<file path="config.mk">
export PLATFORM = sky130hd
export DESIGN_NAME = sfid_dev_flat
export DESIGN_NICKNAME = d
export VERILOG_FILES = /design/src/shared/sfid_pkg.sv /design/src/shared/sfid_if.sv /design/src/hdl/sfid_dev.sv /design/src/flat_wrapper.sv
export SDC_FILE = /design/constraint.sdc
export NUM_CORES = 1
export LEC_CHECK = 0
export BUFFER_PORTS_ARGS = -buffer_cell sky130_fd_sc_hd__clkbuf_2
export CORE_UTILIZATION = 60
export CTS_CLUSTER_DIAMETER = 120
export DETAILED_ROUTE_END_ITERATION = 16
export GPL_TIMING_DRIVEN = 0
export HOLD_SLACK_MARGIN = 0.08
export MAX_ROUTING_LAYER = met4
export PLACE_DENSITY = 0.8
export SYNTH_ARGS = -nofsm -noshare
export SYNTH_HDL_FRONTEND = slang
export SYNTH_SLANG_ARGS = --single-unit
</file>
<file path="constraint.sdc">
create_clock -name clk_sys -period 8.2 [get_ports clk_sys]
set_input_delay 0.82 -clock clk_sys [delete_from_list [all_inputs] [get_ports clk_sys]]
set_output_delay 0.82 -clock clk_sys [all_outputs]
set_load 0.02 [all_outputs]
</file>
<file path="src/shared/sfid_pkg.sv">
// shared constants, command codes and helpers for the identity read block
// Summary of operation
// - select low, 90h, two dummies, address byte
// - identity bits leave on falling clock, MSB first
// - address 01h sends part code first
// - codes alternate while select low and clocking
// - select high stops output, await new command
// - supply below threshold holds logic in reset
// - write-class commands ignored during hold-off delay
// - host sends no writes before both delays
// - plain reads served once select delay passed
// - host keeps select high until supply valid
// - start-up in standby, never deep sleep
// - write latch bit cleared at power-up
// - supply loss disables all command handling
// - identity, signature, wake allowed asleep, not busy
// - status register reads zero after power-up
package sfid_pkg;
  // clock and link timing
  localparam int unsigned CLK_NS = 50;
  localparam int unsigned TPUW_MIN_MS = 1;
  localparam int unsigned TPUW_MAX_MS = 10;
  localparam int unsigned SUPPLY_TO_SELECT_DELAY_US = 30;
  localparam int unsigned TSHSL_NS = 100;
  localparam int unsigned LINK_HALF_NS = 200;
  // cycle counts derived from the times above, except the fixed BUSY_CYC_DEF and the width HOLD_W
  localparam int unsigned HOLDOFF_CYC_DEF =
    (TPUW_MIN_MS * 1000000 + CLK_NS - 1) / CLK_NS;
  localparam int unsigned HOST_HOLD_CYC_DEF =
    (TPUW_MAX_MS * 1000000 + CLK_NS - 1) / CLK_NS;
  localparam int unsigned SUPPLY_TO_SELECT_DELAY_CYC = (SUPPLY_TO_SELECT_DELAY_US * 1000 + CLK_NS - 1) / CLK_NS;
  localparam int unsigned GAP_CYC = (TSHSL_NS + CLK_NS - 1) / CLK_NS;
  localparam int unsigned HALF_CYC = LINK_HALF_NS / CLK_NS;
  localparam int unsigned BUSY_CYC_DEF = 64;
  localparam int unsigned HOLD_W = 24;
  // command codes
  localparam logic [7:0] OP_READ_ID = 8'h90;
  localparam logic [7:0] OP_READ_SIG = 8'hAB;
  localparam logic [7:0] OP_WAKE = 8'hAB;
  localparam logic [7:0] OP_SLEEP = 8'hB9;
  localparam logic [7:0] OP_SET_LATCH = 8'h06;
  localparam logic [7:0] OP_CLR_LATCH = 8'h04;
  localparam logic [7:0] OP_PROGRAM = 8'h02;
  localparam logic [7:0] OP_ERASE_SEC = 8'hD8;
  localparam logic [7:0] OP_ERASE_CHIP = 8'hC7;
  localparam logic [7:0] OP_WR_STATUS = 8'h01;
  localparam logic [7:0] OP_RD_STATUS = 8'h05;
  localparam logic [7:0] OP_READ = 8'h03;
  // identity values, arbitrary neutral codes
  localparam logic [7:0] MAKER_CODE = 8'h5A;
  localparam logic [7:0] PART_CODE = 8'h3C;
  localparam logic [7:0] SIG_CODE = 8'h3C;
  localparam logic [7:0] ID_SWAP_ADDR = 8'h01;
  localparam logic [7:0] ERASED_BYTE = 8'hFF;
  localparam logic [7:0] STATUS_RST = 8'h00;
  // bytes counted with the opcode at end of a valid frame; ARG_BYTES counts the argument bytes only
  localparam logic [2:0] ARG_BYTES = 3'h3;
  localparam logic [2:0] LEN_SHORT = 3'h1;
  localparam logic [2:0] LEN_WR_STATUS = 3'h2;
  localparam logic [2:0] LEN_ERASE_SEC = 3'h4;
  localparam logic [2:0] LEN_PROGRAM = 3'h5;
  // status field positions
  localparam int unsigned ST_BUSY_BIT = 0;
  localparam int unsigned ST_LATCH_BIT = 1;

  // write-class commands, gated by the hold-off delay
  function automatic logic is_write_cmd(input logic [7:0] op);
    return (op == OP_SET_LATCH) || (op == OP_PROGRAM) ||
      (op == OP_ERASE_SEC) || (op == OP_ERASE_CHIP) ||
      (op == OP_WR_STATUS);
  endfunction
endpackage

</file>
<file path="src/shared/sfid_if.sv">
// four-wire serial link between host controller and flash device
`timescale 1ns/1ps
interface sfid_if;
  logic cs_n;
  logic sclk;
  logic mosi;
  logic miso_o;
  logic miso_oe_n;
  logic miso;

  // line level with a pull-up while the device does not drive
  assign miso = miso_oe_n ? 1'b1 : miso_o;

  modport dev (
    input cs_n,
    input sclk,
    input mosi,
    output miso_o,
    output miso_oe_n
  );
  modport host (
    output cs_n,
    output sclk,
    output mosi,
    input miso
  );
endinterface

</file>
<file path="src/hdl/sfid_dev.sv">
// device end: command decode, identity read and power-up gating
`timescale 1ns/1ps
module sfid_dev #(
  parameter int unsigned HOLDOFF_CYC = sfid_pkg::HOLDOFF_CYC_DEF,
  parameter int unsigned BUSY_CYC = sfid_pkg::BUSY_CYC_DEF
) (
  input wire logic clk_sys,
  input wire logic rst_n,
  sfid_if.dev link,
  output logic write_ready,
  output logic deep_sleep,
  output logic [7:0] status
);
  typedef enum logic [2:0] {
    ST_CMD, ST_ARGS, ST_SEND, ST_WAIT, ST_IGNORE
  } sfid_dst_t;

  sfid_dst_t state_ff;
  logic [2:0] sclk_sync_ff;
  logic [2:0] cs_sync_ff;
  logic [1:0] mosi_sync_ff;
  logic sel;
  logic sclk_rise;
  logic sclk_fall;
  logic cs_rise;
  logic mosi_q;
  logic [6:0] rx_sr_ff;
  logic [2:0] bit_cnt_ff;
  logic [2:0] byte_cnt_ff;
  logic byte_done;
  logic [7:0] rx_byte;
  logic [7:0] cmd_ff;
  logic [7:0] arg_ff;
  logic [7:0] tx_sr_ff;
  logic [2:0] tx_bit_ff;
  logic alt_ff;
  logic miso_ff;
  logic oe_n_ff;
  logic wel_ff;
  logic busy_ff;
  logic sleep_ff;
  logic [5:0] stat_hi_ff;
  logic [15:0] busy_cnt_ff;
  logic [sfid_pkg::HOLD_W-1:0] hold_cnt_ff;
  logic ready_ff;
  logic go_send;
  logic first_alt;
  logic [7:0] send_cmd;
  logic cmd_ok;

  // acceptance of an opcode in the present power state
  function automatic logic accept(input logic [7:0] op, input logic slp,
                                  input logic bsy, input logic rdy);
    logic ok;
    ok = 1'b0;
    if (bsy) begin
      ok = (op == sfid_pkg::OP_RD_STATUS);
    end else if (slp) begin
      ok = (op == sfid_pkg::OP_READ_ID) ||
        (op == sfid_pkg::OP_READ_SIG) || (op == sfid_pkg::OP_WAKE);
    end else if (sfid_pkg::is_write_cmd(op)) begin
      ok = rdy;
    end else begin
      ok = (op == sfid_pkg::OP_READ_ID) || (op == sfid_pkg::OP_READ_SIG) ||
        (op == sfid_pkg::OP_RD_STATUS) || (op == sfid_pkg::OP_READ) ||
        (op == sfid_pkg::OP_SLEEP) || (op == sfid_pkg::OP_CLR_LATCH);
    end
    return ok;
  endfunction

  // byte to send for a read command
  function automatic logic [7:0] tx_byte(input logic [7:0] op,
                                         input logic alt,
                                         input logic [7:0] st);
    logic [7:0] b;
    b = sfid_pkg::ERASED_BYTE;
    if (op == sfid_pkg::OP_READ_ID) begin
      b = alt ? sfid_pkg::PART_CODE : sfid_pkg::MAKER_CODE;
    end else if (op == sfid_pkg::OP_READ_SIG) begin
      b = sfid_pkg::SIG_CODE;
    end else if (op == sfid_pkg::OP_RD_STATUS) begin
      b = st;
    end
    return b;
  endfunction

  // two-stage synchronisers, third stage only for edge detection
  always_ff @(posedge clk_sys or negedge rst_n) begin
    if (!rst_n) begin
      sclk_sync_ff <= 3'h0;
      cs_sync_ff <= 3'h7;
      mosi_sync_ff <= 2'h0;
    end else begin
      sclk_sync_ff <= {sclk_sync_ff[1:0], link.sclk};
      cs_sync_ff <= {cs_sync_ff[1:0], link.cs_n};
      mosi_sync_ff <= {mosi_sync_ff[0], link.mosi};
    end
  end

  assign sel = ~cs_sync_ff[1];
  assign cs_rise = cs_sync_ff[1] & ~cs_sync_ff[2];
  assign sclk_rise = sclk_sync_ff[1] & ~sclk_sync_ff[2];
  assign sclk_fall = ~sclk_sync_ff[1] & sclk_sync_ff[2];
  assign mosi_q = mosi_sync_ff[1];
  assign byte_done = sel & sclk_rise & (bit_cnt_ff == 3'h7);
  assign rx_byte = {rx_sr_ff, mosi_q};

  // input shifter, sampled on rising clock
  always_ff @(posedge clk_sys or negedge rst_n) begin
    if (!rst_n) begin
      rx_sr_ff <= 7'h00;
      bit_cnt_ff <= 3'h0;
      byte_cnt_ff <= 3'h0;
    end else if (!sel) begin
      bit_cnt_ff <= 3'h0;
      byte_cnt_ff <= 3'h0;
    end else if (sclk_rise) begin
      rx_sr_ff <= {rx_sr_ff[5:0], mosi_q};
      bit_cnt_ff <= bit_cnt_ff + 3'h1;
      if (bit_cnt_ff == 3'h7 && byte_cnt_ff != 3'h7) begin
        byte_cnt_ff <= byte_cnt_ff + 3'h1;
      end
    end
  end

  assign cmd_ok = accept(rx_byte, sleep_ff, busy_ff, ready_ff);

  // decision to start sending, and which byte comes first
  always_comb begin
    go_send = 1'b0;
    first_alt = 1'b0;
    send_cmd = cmd_ff;
    if (byte_done && state_ff == ST_CMD) begin
      send_cmd = rx_byte;
      go_send = cmd_ok && (rx_byte == sfid_pkg::OP_RD_STATUS);
    end else if (byte_done && state_ff == ST_ARGS) begin
      go_send = (byte_cnt_ff == sfid_pkg::ARG_BYTES);
      first_alt = (cmd_ff == sfid_pkg::OP_READ_ID) &&
        (rx_byte == sfid_pkg::ID_SWAP_ADDR);
    end
  end

  // command sequencer
  always_ff @(posedge clk_sys or negedge rst_n) begin
    if (!rst_n) begin
      state_ff <= ST_CMD;
      cmd_ff <= 8'h00;
      arg_ff <= 8'h00;
    end else if (!sel) begin
      state_ff <= ST_CMD;
    end else if (byte_done) begin
      unique case (state_ff)
        ST_CMD: begin
          cmd_ff <= rx_byte;
          if (!cmd_ok) begin
            state_ff <= ST_IGNORE;
          end else if (rx_byte == sfid_pkg::OP_READ_ID ||
                       rx_byte == sfid_pkg::OP_READ_SIG ||
                       rx_byte == sfid_pkg::OP_READ) begin
            state_ff <= ST_ARGS;
          end else if (go_send) begin
            state_ff <= ST_SEND;
          end else begin
            state_ff <= ST_WAIT;
          end
        end
        ST_ARGS: begin
          if (go_send) begin
            state_ff <= ST_SEND;
          end
        end
        ST_WAIT: begin
          if (byte_cnt_ff == sfid_pkg::LEN_SHORT) begin // first data byte
            arg_ff <= rx_byte;
          end
        end
        ST_SEND, ST_IGNORE: begin
          state_ff <= state_ff;
        end
      endcase
    end
  end

  // output shifter, updated on falling clock
  always_ff @(posedge clk_sys or negedge rst_n) begin
    if (!rst_n) begin
      tx_sr_ff <= 8'h00;
      tx_bit_ff <= 3'h0;
      alt_ff <= 1'b0;
      miso_ff <= 1'b0;
      oe_n_ff <= 1'b1;
    end else if (!sel) begin
      tx_bit_ff <= 3'h0;
      oe_n_ff <= 1'b1;
    end else if (go_send) begin
      alt_ff <= first_alt;
      tx_sr_ff <= tx_byte(send_cmd, first_alt, status);
    end else if (state_ff == ST_SEND && sclk_fall) begin
      miso_ff <= tx_sr_ff[7];
      oe_n_ff <= 1'b0;
      tx_bit_ff <= tx_bit_ff + 3'h1;
      if (tx_bit_ff == 3'h7) begin
        alt_ff <= ~alt_ff;
        tx_sr_ff <= tx_byte(cmd_ff, ~alt_ff, status);
      end else begin
        tx_sr_ff <= {tx_sr_ff[6:0], 1'b0};
      end
    end
  end

  // hold-off timer after supply-good reset release
  always_ff @(posedge clk_sys or negedge rst_n) begin
    if (!rst_n) begin
      hold_cnt_ff <= '0;
      ready_ff <= 1'b0;
    end else if (!ready_ff) begin
      if (hold_cnt_ff == sfid_pkg::HOLD_W'(HOLDOFF_CYC - 1)) begin
        ready_ff <= 1'b1;
      end else begin
        hold_cnt_ff <= hold_cnt_ff + 1'b1;
      end
    end
  end

  // power state, write latch and write cycle execution on deselect
  always_ff @(posedge clk_sys or negedge rst_n) begin
    if (!rst_n) begin
      wel_ff <= 1'b0;
      sleep_ff <= 1'b0;
      busy_ff <= 1'b0;
      busy_cnt_ff <= 16'h0000;
      stat_hi_ff <= sfid_pkg::STATUS_RST[7:2];
    end else if (busy_ff) begin
      if (busy_cnt_ff == 16'h0000) begin
        busy_ff <= 1'b0;
        wel_ff <= 1'b0;
      end else begin
        busy_cnt_ff <= busy_cnt_ff - 16'h0001;
      end
    end else if (cs_rise && state_ff == ST_SEND &&
                 cmd_ff == sfid_pkg::OP_READ_SIG) begin
      sleep_ff <= 1'b0;
    end else if (cs_rise && state_ff == ST_WAIT && bit_cnt_ff == 3'h0) begin
      unique case (1'b1)
        cmd_ff == sfid_pkg::OP_SET_LATCH: begin
          if (byte_cnt_ff == sfid_pkg::LEN_SHORT) wel_ff <= 1'b1;
        end
        cmd_ff == sfid_pkg::OP_CLR_LATCH: begin
          if (byte_cnt_ff == sfid_pkg::LEN_SHORT) wel_ff <= 1'b0;
        end
        cmd_ff == sfid_pkg::OP_SLEEP: begin
          if (byte_cnt_ff == sfid_pkg::LEN_SHORT) sleep_ff <= 1'b1;
        end
        cmd_ff == sfid_pkg::OP_PROGRAM ||
        cmd_ff == sfid_pkg::OP_ERASE_SEC ||
        cmd_ff == sfid_pkg::OP_ERASE_CHIP ||
        cmd_ff == sfid_pkg::OP_WR_STATUS: begin
          if (wel_ff && len_ok(cmd_ff, byte_cnt_ff)) begin
            busy_ff <= 1'b1;
            busy_cnt_ff <= 16'(BUSY_CYC - 1);
            if (cmd_ff == sfid_pkg::OP_WR_STATUS) begin
              stat_hi_ff <= arg_ff[7:2];
            end
          end
        end
        default: begin
          sleep_ff <= 1'b0; // wake
        end
      endcase
    end
  end

  // frame length check for write-cycle commands
  function automatic logic len_ok(input logic [7:0] op,
                                  input logic [2:0] n);
    logic ok;
    ok = 1'b0;
    if (op == sfid_pkg::OP_PROGRAM) ok = (n >= sfid_pkg::LEN_PROGRAM);
    if (op == sfid_pkg::OP_ERASE_SEC) ok = (n == sfid_pkg::LEN_ERASE_SEC);
    if (op == sfid_pkg::OP_ERASE_CHIP) ok = (n == sfid_pkg::LEN_SHORT);
    if (op == sfid_pkg::OP_WR_STATUS) ok = (n == sfid_pkg::LEN_WR_STATUS);
    return ok;
  endfunction

  // outputs
  assign status = {stat_hi_ff, wel_ff, busy_ff};
  assign write_ready = ready_ff;
  assign deep_sleep = sleep_ff;
  assign link.miso_o = miso_ff;
  assign link.miso_oe_n = oe_n_ff;
endmodule // sfid_dev

</file>
<file path="src/flat_wrapper.sv">
// flat-port wrapper written by rule: the top's interface ports become plain ports
module sfid_dev_flat 
#(
  parameter int unsigned HOLDOFF_CYC = sfid_pkg::HOLDOFF_CYC_DEF,
  parameter int unsigned BUSY_CYC = sfid_pkg::BUSY_CYC_DEF
)
  (clk_sys, rst_n, write_ready, deep_sleep, status, link_cs_n, link_sclk, link_mosi, link_miso_o, link_miso_oe_n);
  sfid_if link_i ();
  input wire logic clk_sys;
  input wire logic rst_n;
  output logic write_ready;
  output logic deep_sleep;
  output logic [7:0] status;
  input wire logic [$bits(link_i.cs_n)-1:0] link_cs_n;
  input wire logic [$bits(link_i.sclk)-1:0] link_sclk;
  input wire logic [$bits(link_i.mosi)-1:0] link_mosi;
  output wire logic [$bits(link_i.miso_o)-1:0] link_miso_o;
  output wire logic [$bits(link_i.miso_oe_n)-1:0] link_miso_oe_n;
  assign link_i.cs_n = link_cs_n;
  assign link_i.sclk = link_sclk;
  assign link_i.mosi = link_mosi;
  assign link_miso_o = link_i.miso_o;
  assign link_miso_oe_n = link_i.miso_oe_n;
  sfid_dev #(.HOLDOFF_CYC(HOLDOFF_CYC), .BUSY_CYC(BUSY_CYC)) u_core (.clk_sys(clk_sys), .rst_n(rst_n), .link(link_i), .write_ready(write_ready), .deep_sleep(deep_sleep), .status(status));
endmodule
</file>
* Word-level counts from Yosys, hierarchy flattened
Cells that the tools add are included.
** Word-level totals
- Logic and storage cells :: 213
- Output and inout bits :: 12
- Register bits after elaboration :: 104
** Cells by class
- Magnitude comparators :: 1
- Bitwise operators :: 15
- Reduce and logical (&&, ||, !) cells :: 55
- Muxes and demuxes :: 72
- Equal/unequal tests :: 44
- Add/sub/neg operators :: 5
** Operator list (count)
- equality test 8 bit, second input constant :: 12
- two-way mux 16 bit :: 6
- two-way mux 8 bit :: 10
- equality test 8 x 3 -> 1 bit, second input constant :: 7
- two-way mux 3 bit :: 13
- two-way mux 1 bit :: 38
- adder 24 x 1 -> 24 bit, second input constant :: 1
- equality test 24 x 15 -> 1 bit, second input constant :: 1
- equality test 8 x 2 -> 1 bit, second input constant :: 3
- nonzero test 2 bit :: 10
- equality test 8 x 1 -> 1 bit, second input constant :: 2
- logical NOT 16 bit :: 1
- subtractor 16 x 1 -> 16 bit, second input constant :: 1
- logical OR 1 bit :: 14
- two-way mux 7 bit :: 2
- equality test 3 x 2 -> 1 bit, second input constant :: 4
- AND reduction 3 bit :: 4
- AND reduction 6 bit :: 2
- logical AND 1 bit :: 11
- inverter 1 bit :: 10
- AND reduction 2 bit :: 5
- adder 3 x 1 -> 3 bit, second input constant :: 3
- equality test 3 bit, second input constant :: 3
- inequality test 3 x 1 -> 1 bit, second input constant :: 3
- other kinds (14) :: 26

* Logic depth before layout (Yosys ltp)
- Depth in word-level cells :: 17
- Mapped depth :: 9

* Worst setup path after synthesis
OpenSTA, ideal clock, no wires.
- Path kind :: flip-flop to flip-flop
- Start :: reg u_core.rx_sr_ff[4]
- End :: reg u_core.tx_sr_ff[7]
- Library setup time :: 0.126 ns
- Arrival time :: 2.447 ns
- Path slack :: 5.627 ns
- Cell stages (with the launch flop) :: 8
- Cells stage by stage :: dfrtp_1 or4_4 or4b_4 a2111o_4 a31o_1 buf_6 a211oi_2 a21oi_1
** Between the ends
- Longest elaborated chain between the ends :: 13
- Elaborated cells between the ends (all ways) :: 36
- Those cells by class :: eq/ne (14); mux (9); reduce/logical (13)
** Ends and longest elaborated chain
- from (decl) :: RTL line sfid_dev.sv:27 : logic [6:0] rx_sr_ff;
- from (signal assigned) :: RTL line sfid_dev.sv:118 : rx_sr_ff <= {rx_sr_ff[5:0], mosi_q};
- equality test 8 bit (on tied branches) :: RTL line sfid_dev.sv:59, sfid_dev.sv:64, sfid_dev.sv:60
- logical OR 1 bit :: RTL line sfid_dev.sv:59, sfid_dev.sv:64
- logical OR 1 bit :: RTL line sfid_dev.sv:64 : ok = (op == sfid_pkg::OP_READ_ID) || (op == sfid_pkg::OP_READ_SIG) ||
- logical OR 1 bit (2 in a row) :: RTL line sfid_dev.sv:65 : (op == sfid_pkg::OP_RD_STATUS) || (op == sfid_pkg::OP_READ) ||
- logical OR 1 bit :: RTL line sfid_dev.sv:66 : (op == sfid_pkg::OP_SLEEP) || (op == sfid_pkg::OP_CLR_LATCH);
- two-way mux 1 bit :: RTL line sfid_dev.sv:61 : end else if (sfid_pkg::is_write_cmd(op)) begin
- two-way mux 1 bit :: RTL line sfid_dev.sv:58 : end else if (slp) begin
- two-way mux 1 bit :: RTL line sfid_dev.sv:56 : if (bsy) begin
- logical AND 1 bit :: RTL line sfid_dev.sv:135 : go_send = cmd_ok && (rx_byte == sfid_pkg::OP_RD_STATUS);
- two-way mux 1 bit :: RTL line sfid_dev.sv:133 : if (byte_done && state_ff == ST_CMD) begin
- nonzero test 2 bit (no line)
- AND reduction 2 bit (no line)
- to (signal assigned) :: RTL line sfid_dev.sv:197 : tx_sr_ff <= tx_byte(send_cmd, first_alt, status);
- to (signal assigned) :: RTL line sfid_dev.sv:204 : tx_sr_ff <= tx_byte(cmd_ff, ~alt_ff, status);
- to (signal assigned) :: RTL line sfid_dev.sv:206 : tx_sr_ff <= {tx_sr_ff[6:0], 1'b0};
- to (decl) :: RTL line sfid_dev.sv:34 : logic [7:0] tx_sr_ff;
Several ways; a longest one is shown, not always the timed one.
A chain may end at the register's enable or synchronous reset.

* Final worst setup path
- Start :: reg u_core.cmd_ff[3]
- End :: reg u_core.busy_cnt_ff[13]
** Between the ends
- Longest elaborated chain between the ends :: 12
- Elaborated cells between the ends (all ways) :: 22
- Those cells by class :: eq/ne (6); mux (8); reduce/logical (8)
** Ends and longest elaborated chain
- from (decl) :: RTL line sfid_dev.sv:32 : logic [7:0] cmd_ff;
- from (signal assigned) :: RTL line sfid_dev.sv:154 : cmd_ff <= rx_byte;
- equality test 8 x 2 -> 1 bit :: RTL line sfid_dev.sv:254, sfid_dev.sv:278
- two-way mux 1 bit :: RTL line sfid_dev.sv:278 : if (op == sfid_pkg::OP_PROGRAM) ok = (n >= sfid_pkg::LEN_PROGRAM);
- two-way mux 1 bit :: RTL line sfid_dev.sv:279 : if (op == sfid_pkg::OP_ERASE_SEC) ok = (n == sfid_pkg::LEN_ERASE_SEC);
- two-way mux 1 bit :: RTL line sfid_dev.sv:280 : if (op == sfid_pkg::OP_ERASE_CHIP) ok = (n == sfid_pkg::LEN_SHORT);
- two-way mux 1 bit :: RTL line sfid_dev.sv:281 : if (op == sfid_pkg::OP_WR_STATUS) ok = (n == sfid_pkg::LEN_WR_STATUS);
- two-way mux 1 bit :: RTL line sfid_dev.sv:244 : unique case (1'b1)
- two-way mux 1 bit :: RTL line sfid_dev.sv:243 : end else if (cs_rise && state_ff == ST_WAIT && bit_cnt_ff == 3'h0) begin
- two-way mux 1 bit :: RTL line sfid_dev.sv:240 : end else if (cs_rise && state_ff == ST_SEND &&
- two-way mux 1 bit :: RTL line sfid_dev.sv:233 : end else if (busy_ff) begin
- logical AND 1 bit :: RTL line sfid_dev.sv:258 : if (wel_ff && len_ok(cmd_ff, byte_cnt_ff)) begin
- nonzero test 2 bit (no line)
- AND reduction 5 bit (no line) (*)
- to (signal assigned) :: RTL line sfid_dev.sv:238 : busy_cnt_ff <= busy_cnt_ff - 16'h0001;
- to (signal assigned) :: RTL line sfid_dev.sv:260 : busy_cnt_ff <= 16'(BUSY_CYC - 1);
- to (decl) :: RTL line sfid_dev.sv:43 : logic [15:0] busy_cnt_ff;
Mark *: on every way between the ends. The rest lies on a longest branch, timed or not. The select of a mux whose other input is x is not followed.

==> metrics <==
chip height 96.2 um; hold path start u_core.sclk_sync_ff[0]; post-CTS setup buffers 0; power per cell area 169 nW/um^2; sequential-to-total area share from yosys stat 48.0%; Final Hold Vio Count 0; Setup crit start u_core.cmd_ff[3]; Synth area leaders dfrtp_1 (46%), nand2_1 (4.7%), mux2_2 (4.2%); vias in the first global route 3904; via count 4123; RSZ-0062 raised after global routing false; most frequent cell after synthesis dfrtp_1; Initial Util 63.5%; CTS Buf Count 9; flops & latches, synth 102; Post-Syn Instances 530; simple-gate portion of the synthesized area 24.8%; hold_ws 0.356 ns; share of layout cells above drive strength 1 14.6%; Layout Nets 576; status finished clean; max cap viols 0; Commonest cells post-synth dfrtp_1 (98), nand2_1 (67), nor2_1 (48); arrival time at the worst endpoint 3.11 ns; Static Leakage 2.73 nW; Max Root-Sink Buffers 2; WS Path Type flop to flop; Switching Fraction 25.4%; Peak VDD IR 0.000109 V; Compound-Gate Fraction of Synth Area 9.54%; Synth area leader dfrtp_1; total power 0.977 mW; clk_skew 0.00836 ns; Total GRT Usage 27.1%; initial antenna violation count 0; Detailed Place HPWL 7960 um; DR iter-0 viols 288; Adder-Cell Fraction of Synth Area 3.06%; first-pass GRT wire length 18600 um; fin. max-slew vios 0; antenna cell count 0; Final Cell Area 5770 um^2; power share of the clock group 35.1%; reg2reg start u_core.cmd_ff[3]; slew margin rel. 35.3%; largest family of logic cells by synthesized area simple AND/OR/NAND/NOR gates; Worst-Skew Late Latency 0.37 ns; internal power 0.729 mW; ys async rst share 100%; Via-to-Cell Ratio 6.19; post-layout min period 2.87 ns; clock transition at the registers of the reported paths 0.09 ns; ratio of final minimum period to clock period 34.9%; placed cell areas 5570 um^2; min-delay worst type flop to flop; cts hold-fix bufs 0; gpl congestion 0.917; Yosys warning count 0; multiplexer share of the synthesized area 4.79%; combinational power share 9.8%; largest net degree at the start of global routing 53; Die Wd 96.2 um; final core utilization 68.9%; critical path startpoint category flop; Initial DRT Pass Iterations 4; Setup TNS 0 ns; total wire length 11000 um; syn_area_per_cell 10.0 um^2; grt total ovfl 0; die area 9250 um^2; CTS resizes 0; # setup viols final 0; io pins 17; XOR/XNOR share of the synthesized area 6.25%; CP Max Fanout 10; Least-Margin Pin Slew 0.945 ns; synthesized area 5320 um^2; floorplan core area 8380 um^2; drt drc 0; H-tree levels 3; Area Overhead vs Synth 8.41%; Reg power frac 55.1%; wire per inst 16.6 um; prevailing post-synth register cell dfrtp_1; antenna viol nets, final 0; fmax 349 MHz; Netlist cell types 74; Synthesized Nets 548; share of the synthesized area in the top cell type 46.1%; switching power 0.248 mW; CTS Root Cell clkbuf_8; crit end category flop; CTS sink count 102; TritonCTS clock tree done; num rows 33; PortBufs 16; number of synthesized flops with an enable pin 0; Critical Path RT 8.45 ns
==> layout by cell type, fill, tap and decap left out, types with 8 or more instances in the layout <==
cell and instances:
nor3_1 16, and3_1 8, mux2_2 20, nand4_1 10, xnor2_1 21, nor2_1 48, xor2_1 17, inv_1 14
a21oi_1 10, dfrtp_1 98, nand3_1 19, o21ai_0 15, clkbuf_1 16, clkbuf_2 16, clkbuf_8 10, nor4_1 11
ha_1 13, nand2_1 67
==> worst paths after layout <==
path                                               end  slack, ns  depth (start not counted)
worst max-delay path            u_core.busy_cnt_ff[13]       5.33                          7
worst min-delay path            u_core.sclk_sync_ff[1]       0.36                          0
worst max register to register  u_core.busy_cnt_ff[13]       5.33                          7
worst min register to register  u_core.sclk_sync_ff[1]       0.36                          0
max in group asynchronous         u_core.cs_sync_ff[0]       6.95                          2
min in group asynchronous       u_core.sclk_sync_ff[0]       0.53                          1
==> flip-flops by register name, summed over array words and instances (netlist names), 2 cells and up <==
signal,cells
u_core.arg_ff,6
u_core.bit_cnt_ff,3
u_core.busy_cnt_ff,16
u_core.byte_cnt_ff,3
u_core.cmd_ff,8
u_core.cs_sync_ff,3
u_core.hold_cnt_ff,24
u_core.mosi_sync_ff,2
u_core.rx_sr_ff,7
u_core.sclk_sync_ff,3
u_core.stat_hi_ff,6
u_core.state_ff,3
u_core.tx_bit_ff,3
u_core.tx_sr_ff,8
==> area by class of cell <==
type,instances,area [um^2]
tap,105,131
buffer,24,133
sequential,102,2560
clock inverter,5,82.6
timing repair buffer,17,110
clock buffer,9,124
fill,634,2610
inverter,14,52.6
multi-input combinational,390,2580
==> worst max-delay path, cell delays in order, from the launching register on <==
cell and delay (ns):
dfrtp_1 0.47, or4_1 0.54, clkbuf_1 0.18, nor4_1 0.27, o21ai_0 0.12, a31oi_1 0.65
clkbuf_1 0.40, nor2_1 0.10
==> metal layers <==
metal | track usage [%] | vias to the layer above | part of all wire [%]
met1 | 34.3 | 2017 | 44
met5 | - | - | 0
met4 | 10.4 | 0 | 2.3
met2 | 42.8 | 134 | 48
li1 | - | 1946 | -
met3 | 5.77 | 26 | 5.0
==> power groups by stage <==
stage / Combinational, mW / Clock [mW] / Sequential (mW)
6_report: 0.0960 / 0.343 / 0.538
5_1_grt: 0.105 / 0.369 / 0.540
4_1_cts: 0.0951 / 0.351 / 0.537
3_5_place_dp: 0.0948 / 0 / 0.548
3_3_place_gp: 0.0881 / 0 / 0.546
2_1_floorplan: 0.0660 / 0 / 0.540
==> through the flow <==
stage	cells	setup WS, ns
detailed placement	652	5.36
CTS	666	5.35
global placement	651	5.03
global route	666	5.07
finish	666	5.33
floorplan	530	5.63
==> kinds of logic after synthesis <==
family	after synthesis
flops	102
compound gates	71
fa+ha+maj	13
mux	23
buf+inv	38
simple gates	245
xor+xnor	38
(Power assumes the default switching activity.)
